## config.mk

```make
export PLATFORM = sky130hd
export DESIGN_NAME = dsl_detector
export DESIGN_NICKNAME = d
export VERILOG_FILES = /design/src/dsl_pkg.sv /design/src/dsl_detector.sv
export SDC_FILE = /design/constraint.sdc
export NUM_CORES = 1
export LEC_CHECK = 0
export BUFFER_PORTS_ARGS = -buffer_cell sky130_fd_sc_hd__buf_2
export CORE_MARGIN = 1.5
export CORE_UTILIZATION = 42
export CTS_CLUSTER_DIAMETER = 50
export DETAILED_ROUTE_END_ITERATION = 16
export HOLD_SLACK_MARGIN = 0.05
export PLACE_DENSITY = 0.75
export SLEW_MARGIN = 40
export SYNTH_ARGS = -nofsm -noshare
export SYNTH_HDL_FRONTEND = slang
export SYNTH_SLANG_ARGS = --single-unit
```

## constraint.sdc

```tcl
create_clock -name aclk -period 4.3 [get_ports aclk]
set_input_delay 0.645 -clock aclk [delete_from_list [all_inputs] [get_ports aclk]]
set_output_delay 0.645 -clock aclk [all_outputs]
set_load 0.01 [all_outputs]
```

## src/dsl_pkg.sv

```systemverilog
// Purpose: Shared constants for the digital signal-loss detector block.
// Assumes: AXI4-Lite register access, 32-bit data, one register per word.
// Notes:   Register offsets are word indices; byte address is four times the index.
package dsl_pkg;

   // Bus widths
   localparam int unsigned ADDR_W      = 16;
   localparam int unsigned DATA_W      = 32;
   localparam int unsigned REG_W       = 8;

   // Register indices, byte address = index * 4
   localparam logic [13:0] IDX_INT_STATUS   = 14'h1302; // line_interrupt_status
   localparam logic [13:0] IDX_ALARM_STATUS = 14'h1303; // line_alarm_status
   localparam logic [13:0] IDX_RX_CONTROL   = 14'h1305; // receive control
   localparam logic [13:0] IDX_INT_MASK     = 14'h1310; // interrupt mask

   // Alarm status field positions
   localparam int unsigned ALM_DMO     = 0;
   localparam int unsigned ALM_LOS     = 1;
   localparam int unsigned ALM_LOL     = 2;
   localparam int unsigned ALM_FL      = 3;
   localparam int unsigned ALM_ANALOG_SIGNAL_LOSS    = 4;
   localparam int unsigned ALM_DIGITAL_SIGNAL_LOSS    = 5;

   // Interrupt status field positions (change of condition)
   localparam int unsigned INT_DMO     = 0;
   localparam int unsigned INT_LOS     = 1;
   localparam int unsigned INT_LOL     = 2;
   localparam int unsigned INT_FL      = 3;

   // Receive control field positions
   localparam int unsigned CTL_EQ_EN   = 0;
   localparam int unsigned CTL_MON_EN  = 1;
   localparam int unsigned CTL_MUTE_EN = 2;
   localparam int unsigned CTL_ANALOG_SIGNAL_LOSS_DIS = 4;
   localparam int unsigned CTL_DIGITAL_SIGNAL_LOSS_DIS = 5;

   // Writable bits and reset values
   localparam logic [7:0] CTL_WMASK    = 8'h37;
   localparam logic [7:0] CTL_RESET    = 8'h01;
   localparam logic [7:0] INT_WMASK    = 8'h0f;
   localparam logic [7:0] MASK_RESET   = 8'h00;

   // Detector criteria
   localparam int unsigned LOSS_BITS   = 160; // silent bit periods to declare
   localparam int unsigned WIN_BITS    = 32;  // bit periods per clearance window
   localparam int unsigned WIN_PULSES  = 10;  // least pulses per window
   localparam int unsigned WIN_COUNT   = 5;   // consecutive good windows to clear

   // AXI responses
   localparam logic [1:0] RESP_OKAY    = 2'h0;
   localparam logic [1:0] RESP_SLVERR  = 2'h2;

   // Pin input slots passed through the synchroniser
   localparam int unsigned PIN_TICK    = 0;
   localparam int unsigned PIN_PULSE   = 1;
   localparam int unsigned PIN_ANALOG_SIGNAL_LOSS    = 2;
   localparam int unsigned PIN_LOL     = 3;
   localparam int unsigned PIN_FL      = 4;
   localparam int unsigned PIN_DMO     = 5;
   localparam int unsigned PIN_N       = 6;

   // Detector states
   typedef enum logic [1:0] {
      DSL_WATCH = 2'b01,
      DSL_LOST  = 2'b10
   } dsl_state_e;

endpackage

```

## src/dsl_detector.sv

```systemverilog
// Purpose: Digital signal-loss detector with alarm/interrupt registers on AXI4-Lite.
// Assumes: Slicer bit tick and pulse arrive as pins, slower than half of aclk.
// Notes:   Change-of-condition flags are cleared by writing one; set wins over clear.
//
// The AXI4-Lite slave port was decided locally.
`timescale 1ns/1ns

module dsl_detector #(
   parameter int unsigned LOSS_BITS  = dsl_pkg::LOSS_BITS,
   parameter int unsigned WIN_BITS   = dsl_pkg::WIN_BITS,
   parameter int unsigned WIN_PULSES = dsl_pkg::WIN_PULSES,
   parameter int unsigned WIN_COUNT  = dsl_pkg::WIN_COUNT
) (
   input  wire logic                        aclk,
   input  wire logic                        aresetn,
   // Slicer and analog-side pins
   input  wire logic                        line_bit_tick,
   input  wire logic                        line_pulse,
   input  wire logic                        analog_signal_loss,
   input  wire logic                        lock_loss,
   input  wire logic                        fifo_limit_alarm,
   input  wire logic                        driver_monitor_output,
   // AXI4-Lite write address
   input  wire logic [dsl_pkg::ADDR_W-1:0]  s_axi_awaddr,
   input  wire logic                        s_axi_awvalid,
   output logic                             s_axi_awready,
   // AXI4-Lite write data
   input  wire logic [dsl_pkg::DATA_W-1:0]  s_axi_wdata,
   input  wire logic [3:0]                  s_axi_wstrb,
   input  wire logic                        s_axi_wvalid,
   output logic                             s_axi_wready,
   // AXI4-Lite write response
   output logic [1:0]                       s_axi_bresp,
   output logic                             s_axi_bvalid,
   input  wire logic                        s_axi_bready,
   // AXI4-Lite read address
   input  wire logic [dsl_pkg::ADDR_W-1:0]  s_axi_araddr,
   input  wire logic                        s_axi_arvalid,
   output logic                             s_axi_arready,
   // AXI4-Lite read data
   output logic [dsl_pkg::DATA_W-1:0]       s_axi_rdata,
   output logic [1:0]                       s_axi_rresp,
   output logic                             s_axi_rvalid,
   input  wire logic                        s_axi_rready,
   // Status outputs
   output logic                             irq,
   output logic                             digital_signal_loss,
   output logic                             signal_loss
);

   localparam int unsigned SIL_W = $clog2(LOSS_BITS + 1);
   localparam int unsigned BIT_W = $clog2(WIN_BITS + 1);
   localparam int unsigned WIN_W = $clog2(WIN_COUNT + 1);
   localparam logic [SIL_W-1:0] SIL_LAST = SIL_W'(LOSS_BITS - 1);
   localparam logic [BIT_W-1:0] BIT_LAST = BIT_W'(WIN_BITS - 1);
   localparam logic [BIT_W-1:0] PUL_MIN  = BIT_W'(WIN_PULSES);
   localparam logic [WIN_W-1:0] WIN_LAST = WIN_W'(WIN_COUNT - 1);

   // Map a byte address onto a register index; low two bits select nothing
   function automatic logic [13:0] reg_index(input logic [dsl_pkg::ADDR_W-1:0] a);
      reg_index = a[15:2];
   endfunction

   // Pin synchroniser: two flops per pin, a third on the tick for its rising edge
   logic [dsl_pkg::PIN_N-1:0] pin_raw;
   logic [dsl_pkg::PIN_N-1:0] sync1_q;
   logic [dsl_pkg::PIN_N-1:0] sync2_q;
   logic                      tick3_q;

   assign pin_raw[dsl_pkg::PIN_TICK]  = line_bit_tick;
   assign pin_raw[dsl_pkg::PIN_PULSE] = line_pulse;
   assign pin_raw[dsl_pkg::PIN_ANALOG_SIGNAL_LOSS]  = analog_signal_loss;
   assign pin_raw[dsl_pkg::PIN_LOL]   = lock_loss;
   assign pin_raw[dsl_pkg::PIN_FL]    = fifo_limit_alarm;
   assign pin_raw[dsl_pkg::PIN_DMO]   = driver_monitor_output;

   // Only the second stage is read by logic; the first stage may be metastable.
   // One process for all pins, so every flop has a single driver.
   always_ff @(posedge aclk) begin
      if (!aresetn) begin
         sync1_q <= '0;
         sync2_q <= '0;
         tick3_q <= 1'b0;
      end else begin
         sync1_q <= pin_raw;
         sync2_q <= sync1_q;
         tick3_q <= sync2_q[dsl_pkg::PIN_TICK];
      end
   end

   // One bit period per rising edge of the slicer tick; pulse is sampled with it
   wire bit_stb   = sync2_q[dsl_pkg::PIN_TICK] & ~tick3_q;
   wire bit_pulse = sync2_q[dsl_pkg::PIN_PULSE];

   // Register state
   logic [dsl_pkg::REG_W-1:0] ctl_q;
   logic [dsl_pkg::REG_W-1:0] int_q;
   logic [dsl_pkg::REG_W-1:0] mask_q;
   logic [dsl_pkg::REG_W-1:0] int_d;

   wire digital_signal_loss_dis = ctl_q[dsl_pkg::CTL_DIGITAL_SIGNAL_LOSS_DIS];
   wire analog_signal_loss_dis = ctl_q[dsl_pkg::CTL_ANALOG_SIGNAL_LOSS_DIS];
   wire analog_signal_loss_now = sync2_q[dsl_pkg::PIN_ANALOG_SIGNAL_LOSS] & ~analog_signal_loss_dis;

   // Digital detector
   dsl_pkg::dsl_state_e st_q;
   dsl_pkg::dsl_state_e st_d;
   logic [SIL_W-1:0] sil_q;
   logic [SIL_W-1:0] sil_d;
   logic [BIT_W-1:0] bit_q;
   logic [BIT_W-1:0] bit_d;
   logic [BIT_W-1:0] pul_q;
   logic [BIT_W-1:0] pul_d;
   logic [WIN_W-1:0] win_q;
   logic [WIN_W-1:0] win_d;

   // Pulses counted in the window including the current bit
   wire [BIT_W-1:0] pul_now  = pul_q + BIT_W'(bit_pulse);
   wire             win_end  = bit_stb & (bit_q == BIT_LAST);
   wire             win_good = pul_now >= PUL_MIN;

   // Next-state logic: silence counting while watching, window grading while lost
   always_comb begin
      st_d  = st_q;
      sil_d = sil_q;
      bit_d = bit_q;
      pul_d = pul_q;
      win_d = win_q;
      case (st_q)
         dsl_pkg::DSL_WATCH: begin
            if (bit_stb) begin
               if (bit_pulse) begin
                  sil_d = '0;
               end else if (sil_q == SIL_LAST) begin
                  st_d  = dsl_pkg::DSL_LOST;
                  sil_d = '0;
                  bit_d = '0;
                  pul_d = '0;
                  win_d = '0;
               end else begin
                  sil_d = sil_q + SIL_W'(1);
               end
            end
         end
         dsl_pkg::DSL_LOST: begin
            if (win_end) begin
               bit_d = '0;
               pul_d = '0;
               if (!win_good) begin
                  win_d = '0;
               end else if (win_q == WIN_LAST) begin
                  st_d  = dsl_pkg::DSL_WATCH;
                  win_d = '0;
               end else begin
                  win_d = win_q + WIN_W'(1);
               end
            end else if (bit_stb) begin
               bit_d = bit_q + BIT_W'(1);
               pul_d = pul_now;
            end
         end
         default: begin
            st_d  = dsl_pkg::DSL_WATCH;
            sil_d = '0;
            bit_d = '0;
            pul_d = '0;
            win_d = '0;
         end
      endcase
      // A disabled detector holds no defect and restarts from silence zero
      if (digital_signal_loss_dis) begin
         st_d  = dsl_pkg::DSL_WATCH;
         sil_d = '0;
         bit_d = '0;
         pul_d = '0;
         win_d = '0;
      end
   end

   // Detector registers
   always_ff @(posedge aclk) begin
      if (!aresetn) begin
         st_q  <= dsl_pkg::DSL_WATCH;
         sil_q <= '0;
         bit_q <= '0;
         pul_q <= '0;
         win_q <= '0;
      end else begin
         st_q  <= st_d;
         sil_q <= sil_d;
         bit_q <= bit_d;
         pul_q <= pul_d;
         win_q <= win_d;
      end
   end

   // Digital flag clears with the state, combined flag is the OR with analog
   wire digital_signal_loss_now = (st_q == dsl_pkg::DSL_LOST);
   wire los_now  = digital_signal_loss_now | analog_signal_loss_now;

   // Alarm status and change-of-condition events
   logic [dsl_pkg::REG_W-1:0] alarm_q;
   logic [dsl_pkg::REG_W-1:0] alarm_d;

   always_comb begin
      alarm_d                   = '0;
      alarm_d[dsl_pkg::ALM_DMO]  = sync2_q[dsl_pkg::PIN_DMO];
      alarm_d[dsl_pkg::ALM_LOS]  = los_now;
      alarm_d[dsl_pkg::ALM_LOL]  = sync2_q[dsl_pkg::PIN_LOL];
      alarm_d[dsl_pkg::ALM_FL]   = sync2_q[dsl_pkg::PIN_FL];
      alarm_d[dsl_pkg::ALM_ANALOG_SIGNAL_LOSS] = analog_signal_loss_now;
      alarm_d[dsl_pkg::ALM_DIGITAL_SIGNAL_LOSS] = digital_signal_loss_now;
   end

   // An event is a change between the stored alarm and its next value.
   // Signal loss tracks the combined state, so a digital clear under analog loss is silent.
   logic [dsl_pkg::REG_W-1:0] evt;
   always_comb begin
      evt                  = '0;
      evt[dsl_pkg::INT_DMO] = alarm_d[dsl_pkg::ALM_DMO] ^ alarm_q[dsl_pkg::ALM_DMO];
      evt[dsl_pkg::INT_LOS] = alarm_d[dsl_pkg::ALM_LOS] ^ alarm_q[dsl_pkg::ALM_LOS];
      evt[dsl_pkg::INT_LOL] = alarm_d[dsl_pkg::ALM_LOL] ^ alarm_q[dsl_pkg::ALM_LOL];
      evt[dsl_pkg::INT_FL]  = alarm_d[dsl_pkg::ALM_FL]  ^ alarm_q[dsl_pkg::ALM_FL];
   end

   // AXI4-Lite write path: address and data taken in either order
   logic                        aw_full_q;
   logic                        w_full_q;
   logic [dsl_pkg::ADDR_W-1:0]  awaddr_q;
   logic [dsl_pkg::REG_W-1:0]   wdata_q;
   logic                        wstrb0_q;

   wire aw_take  = s_axi_awvalid & s_axi_awready;
   wire w_take   = s_axi_wvalid & s_axi_wready;
   wire do_write = aw_full_q & w_full_q & ~s_axi_bvalid;
   wire aw_nxt   = (aw_full_q | aw_take) & ~do_write;
   wire w_nxt    = (w_full_q | w_take) & ~do_write;

   wire [13:0] widx   = reg_index(awaddr_q);
   wire        wr_ctl = do_write & wstrb0_q & (widx == dsl_pkg::IDX_RX_CONTROL);
   wire        wr_int = do_write & wstrb0_q & (widx == dsl_pkg::IDX_INT_STATUS);
   wire        wr_msk = do_write & wstrb0_q & (widx == dsl_pkg::IDX_INT_MASK);
   wire        w_hit  = (widx == dsl_pkg::IDX_RX_CONTROL) | (widx == dsl_pkg::IDX_INT_STATUS)
                      | (widx == dsl_pkg::IDX_INT_MASK) | (widx == dsl_pkg::IDX_ALARM_STATUS);

   // Write-one-to-clear, with a same-cycle event winning over the clear
   wire [dsl_pkg::REG_W-1:0] int_clr = wr_int ? (wdata_q & dsl_pkg::INT_WMASK) : '0;
   assign int_d = (int_q & ~int_clr) | evt;

   // Write channel handshake registers
   always_ff @(posedge aclk) begin
      if (!aresetn) begin
         aw_full_q     <= 1'b0;
         w_full_q      <= 1'b0;
         s_axi_awready <= 1'b0;
         s_axi_wready  <= 1'b0;
         s_axi_bvalid  <= 1'b0;
         s_axi_bresp   <= dsl_pkg::RESP_OKAY;
      end else begin
         aw_full_q     <= aw_nxt;
         w_full_q      <= w_nxt;
         s_axi_awready <= ~aw_nxt;
         s_axi_wready  <= ~w_nxt;
         if (do_write) begin
            s_axi_bvalid <= 1'b1;
            s_axi_bresp  <= w_hit ? dsl_pkg::RESP_OKAY : dsl_pkg::RESP_SLVERR;
         end else if (s_axi_bready) begin
            s_axi_bvalid <= 1'b0;
         end
      end
   end

   // Captured write payloads; no reset needed, guarded by the full flags
   always_ff @(posedge aclk) begin
      if (aw_take) begin
         awaddr_q <= s_axi_awaddr;
      end
      if (w_take) begin
         wdata_q  <= s_axi_wdata[dsl_pkg::REG_W-1:0];
         wstrb0_q <= s_axi_wstrb[0];
      end
   end

   // Register file updates
   always_ff @(posedge aclk) begin
      if (!aresetn) begin
         ctl_q   <= dsl_pkg::CTL_RESET;
         mask_q  <= dsl_pkg::MASK_RESET;
         int_q   <= '0;
         alarm_q <= '0;
      end else begin
         if (wr_ctl) begin
            ctl_q <= wdata_q & dsl_pkg::CTL_WMASK;
         end
         if (wr_msk) begin
            mask_q <= wdata_q & dsl_pkg::INT_WMASK;
         end
         int_q   <= int_d;
         alarm_q <= alarm_d;
      end
   end

   // AXI4-Lite read path: one read in flight, data registered
   wire        ar_take = s_axi_arvalid & s_axi_arready;
   wire        rv_nxt  = ar_take | (s_axi_rvalid & ~s_axi_rready);
   wire [13:0] ridx    = reg_index(s_axi_araddr);

   wire r_int = (ridx == dsl_pkg::IDX_INT_STATUS);
   wire r_alm = (ridx == dsl_pkg::IDX_ALARM_STATUS);
   wire r_ctl = (ridx == dsl_pkg::IDX_RX_CONTROL);
   wire r_msk = (ridx == dsl_pkg::IDX_INT_MASK);
   wire r_hit = r_int | r_alm | r_ctl | r_msk;

   wire [dsl_pkg::REG_W-1:0] rsel = ({dsl_pkg::REG_W{r_int}} & int_q)
                                  | ({dsl_pkg::REG_W{r_alm}} & alarm_q)
                                  | ({dsl_pkg::REG_W{r_ctl}} & ctl_q)
                                  | ({dsl_pkg::REG_W{r_msk}} & mask_q);

   // Read channel registers; unmapped reads return zero with a slave error
   always_ff @(posedge aclk) begin
      if (!aresetn) begin
         s_axi_arready <= 1'b0;
         s_axi_rvalid  <= 1'b0;
         s_axi_rdata   <= '0;
         s_axi_rresp   <= dsl_pkg::RESP_OKAY;
      end else begin
         s_axi_arready <= ~rv_nxt;
         s_axi_rvalid  <= rv_nxt;
         if (ar_take) begin
            s_axi_rdata <= {{(dsl_pkg::DATA_W - dsl_pkg::REG_W){1'b0}}, rsel};
            s_axi_rresp <= r_hit ? dsl_pkg::RESP_OKAY : dsl_pkg::RESP_SLVERR;
         end
      end
   end

   // Outputs: interrupt from the next status so it rises with the flag
   always_ff @(posedge aclk) begin
      if (!aresetn) begin
         irq                 <= 1'b0;
         digital_signal_loss <= 1'b0;
         signal_loss         <= 1'b0;
      end else begin
         irq                 <= |(int_d & mask_q);
         digital_signal_loss <= digital_signal_loss_now;
         signal_loss         <= los_now;
      end
   end

endmodule // dsl_detector

```

==> metrics.md <==
| Metric | Value |
|---|---|
| Outcome | `finished, final reports clean` |
| Most common library cells after synthesis | `73 x dfxtp_1, 38 x nor2_1, 29 x buf_4` |
| Synth Cell Area | `between 4000 and 5000 um2` |
| Worst path max stage delay | `560 ps` |
| Period utilisation layout | `0.546` |
| Lkg Pwr | `approximately 0.0018 uW` |
| Max Clk Rate | `approximately 0.43 GHz` |
| Critical path, cell by cell | `or4b_4 -> o31ai_4 -> nand2_2 -> or4_1 -> a21oi_1` |
| CTS Buf Count | `9` |
| Clk_lat worst skew | `380 ps` |
| Synth unique cells | `57` |
| Top post-synthesis cells by area | `dfxtp_1 36%, edfxtp_1 16%, buf_4 5.4%, and2_1 3.6%, nor2_1 3.5%` |
| First drt pass iteration count | `4` |
| Min Tclk post-route | `2350 ps` |
| Post-synthesis sequential area ratio | `0.517` |
| VDD IR max | `0.198 mV` |
| Critical path type | `flip-flop to flip-flop` |
| Max Cap Viol | `0` |
| Slew at the pin closest to its max-slew limit | `roughly 790 ps` |
| Final hold violation count | `0` |
| Cell count after synthesis | `405` |
| Most frequent cell after synthesis | `dfxtp_1` |
| Worst clock skew | `17.6 ps` |
| EDFF count, synth | `21` |
| Htree depth | `3` |
| Synth Register Bits | `between 90 and 100` |
| ANT nets after route | `0` |
| Routed WL | `between 8 and 9 mm` |
| # DRC | `0` |
| Reg clk slew, reported paths | `between 100 and 150 ps` |
| Port buffer count | `63` |
| Clock Tree Buf Depth | `2` |
| All-Layer GR Usage | `0.171` |
| DR iter-0 viols | `143` |
| PD cells | `356 nW/um2` |
| Sink Count | `94` |
| Rows | `35` |
| Starting Density | `0.436` |
| Final setup viols | `0` |
| Wire per inst | `between 10 and 15 um` |
| First-pass GRT wire length | `between 10 and 15 mm` |
| Die height | `about 100 um` |
| FF-to-FF Start | `sil_q[5]` |
| Asr flop ratio synth | `0` |
| Post-cts sizing count | `0` |
| R2r worst-path depth | `5` |
| Fraction of layout instances using a drive strength above 1 | `0.193` |
| Commonest register cell after synthesis | `dfxtp_1` |
| DR vias/cell | `5.11` |
| CP required | `4590 ps` |
| GP Congestion | `0.846` |
| Top cell type by total area after synthesis | `dfxtp_1` |
| CTS tree | `built` |
| Total setup buffers inserted after CTS | `0` |
| Pin count of the biggest net entering global routing | `34` |
| GRT Residual Overflow | `0` |
| RSZ-0062 raised after global routing | `no` |
| Routed vias | `roughly 3000` |
| Nets | `about 550` |
| Hold Buf Count CTS | `0` |
| YS warnings | `0` |
| Reg2reg setup slack | `1950 ps` |
| Worst-path fanout max | `11` |
| Die width | `slightly above 100 um` |
| Max_slew headroom | `0.459` |
| Worst hold path class | `input pin to flip-flop` |
| Clk root buf | `clkbuf_8` |
| Hold EP | `awaddr_q[8]` |
| CP max stage cell | `or4b_4` |
| Nature of the critical path endpoint | `flip-flop` |
| Hold_sp | `s_axi_awaddr[8]` |
| Layout fillers | `approximately 890` |
| Initial antenna violation count | `1` |
| Final hold slack | `roughly 430 ps` |
| IO Pins | `roughly 130` |
| Half-perimeter wire length after placement | `about 6 mm` |
| Core area | `~9300 um2` |
| Worst flop-to-flop path endpoint | `pul_q[3]` |
| Vias in the first global route | `between 2000 and 3000` |
| Fin Setup TNS | `0 ps` |
| Area growth syn-to-layout | `13.9%` |
| Average size of a mapped cell | `9.98 um2` |
| Final Max Slew Viols | `0` |
| CP Launch Type | `flip-flop` |
| DIE AREA | `10200 um2` |
| Hold path depth | `1` |
| WP data arrival | `about 2600 ps` |
| Top-area cell type share of the netlist area | `0.361` |
[placed cells by master, fill, tap and decap left out, types with 10 or more instances in the layout]
| master | count |
|---|---|
| nor2_1 | 38 |
| nand2_1 | 24 |
| and2_1 | 23 |
| mux2i_1 | 10 |
| a21oi_1 | 25 |
| edfxtp_1 | 21 |
| conb_1 | 28 |
| dfxtp_1 | 73 |
| o21ai_0 | 16 |
| buf_2 | 63 |
| nand3_1 | 18 |
[registers in the layout, summed over array words and instances, names as in the netlist, 2 cells and up]
register and count:
int_q 4, bit_q 6, sil_q 8, win_q 3, s_axi_rdata 6, mask_q 4
wdata_q 6, sync2_q 6, pul_q 6, ctl_q 5, alarm_q 6, awaddr_q 14
st_q 2, sync1_q 6
[worst max-delay path: cells and delay by family, from the launching register on]
kind	cells	cell delay [ps]
DFF	1	370
AOI/OAI and AO/OA	2	590
and+or+nand+nor	3	1300
[cells by family after synthesis]
logic type	share of synthesized area
and+or+nand+nor	0.216
buffers and inverters	0.0736
adders and majority gates	0.0186
muxes	0.0275
other	0.000927
DFF	0.517
xor gates and xnor gates	0.0303
AOI/OAI and AO/OA	0.116
[metal layers]
metal,wire (um),up-vias,GRT usage
met2,4140,90,0.288
met5,0,-,0
met1,3470,1468,0.209
met3,388,13,0.0423
met4,152,0,0.0705
li1,-,1504,-
[how the worst max path moves through the flow]
| stage | from | cells past startpoint | end | slack (ps) |
|---|---|---|---|---|
| 6_report | sil_q[5] | 5 | pul_q[3] | 1950 |
| 5_1_grt | sil_q[5] | 5 | pul_q[3] | 1780 |
| 4_1_cts | sil_q[5] | 5 | pul_q[3] | 1970 |
| 3_5_place_dp | s_axi_araddr[13] | 6 | s_axi_rdata[5] | 1900 |
| 3_3_place_gp | s_axi_araddr[13] | 6 | s_axi_rdata[2] | 1570 |
| 2_1_floorplan | s_axi_araddr[13] | 5 | s_axi_rdata[4] | 2190 |
[through the flow]
| stage | cells | setup WS (ps) | util | total power (uW) | cell area [um2] |
|---|---|---|---|---|---|
| 2_1_floorplan | 432 | 2190 | - | 1040 | 4150 |
| 3_3_place_gp | 585 | 1570 | 0.471 | 1070 | 4370 |
| 3_5_place_dp | 585 | 1900 | 0.471 | 1070 | 4380 |
| 4_1_cts | 601 | 1970 | 0.494 | 1660 | 4590 |
| 5_1_grt | 602 | 1780 | 0.496 | 1720 | 4610 |
| 6_report | 602 | 1950 | 0.496 | 1640 | 4610 |
[area by class of cell]
class / count / area [um2] / area share
sequential: 94 / 2090 / 0.454
multi-input combinational: 288 / 1780 / 0.385
timing repair buffer: 64 / 323 / 0.0701
tap: 129 / 161 / 0.0350
clock buffer: 9 / 124 / 0.0269
clock inverter: 7 / 91.3 / 0.0198
inverter: 10 / 37.5 / 0.00815
antenna: 1 / 2.50 / 0.000543
[power by group]
part	switching [uW]	total, uW	internal (uW)
clock	356	590	234
combinational	63.8	105	41.2
sequential	14.7	947	932
total	434	1640	1210
Note: power is estimated with default switching activity, not from simulation.
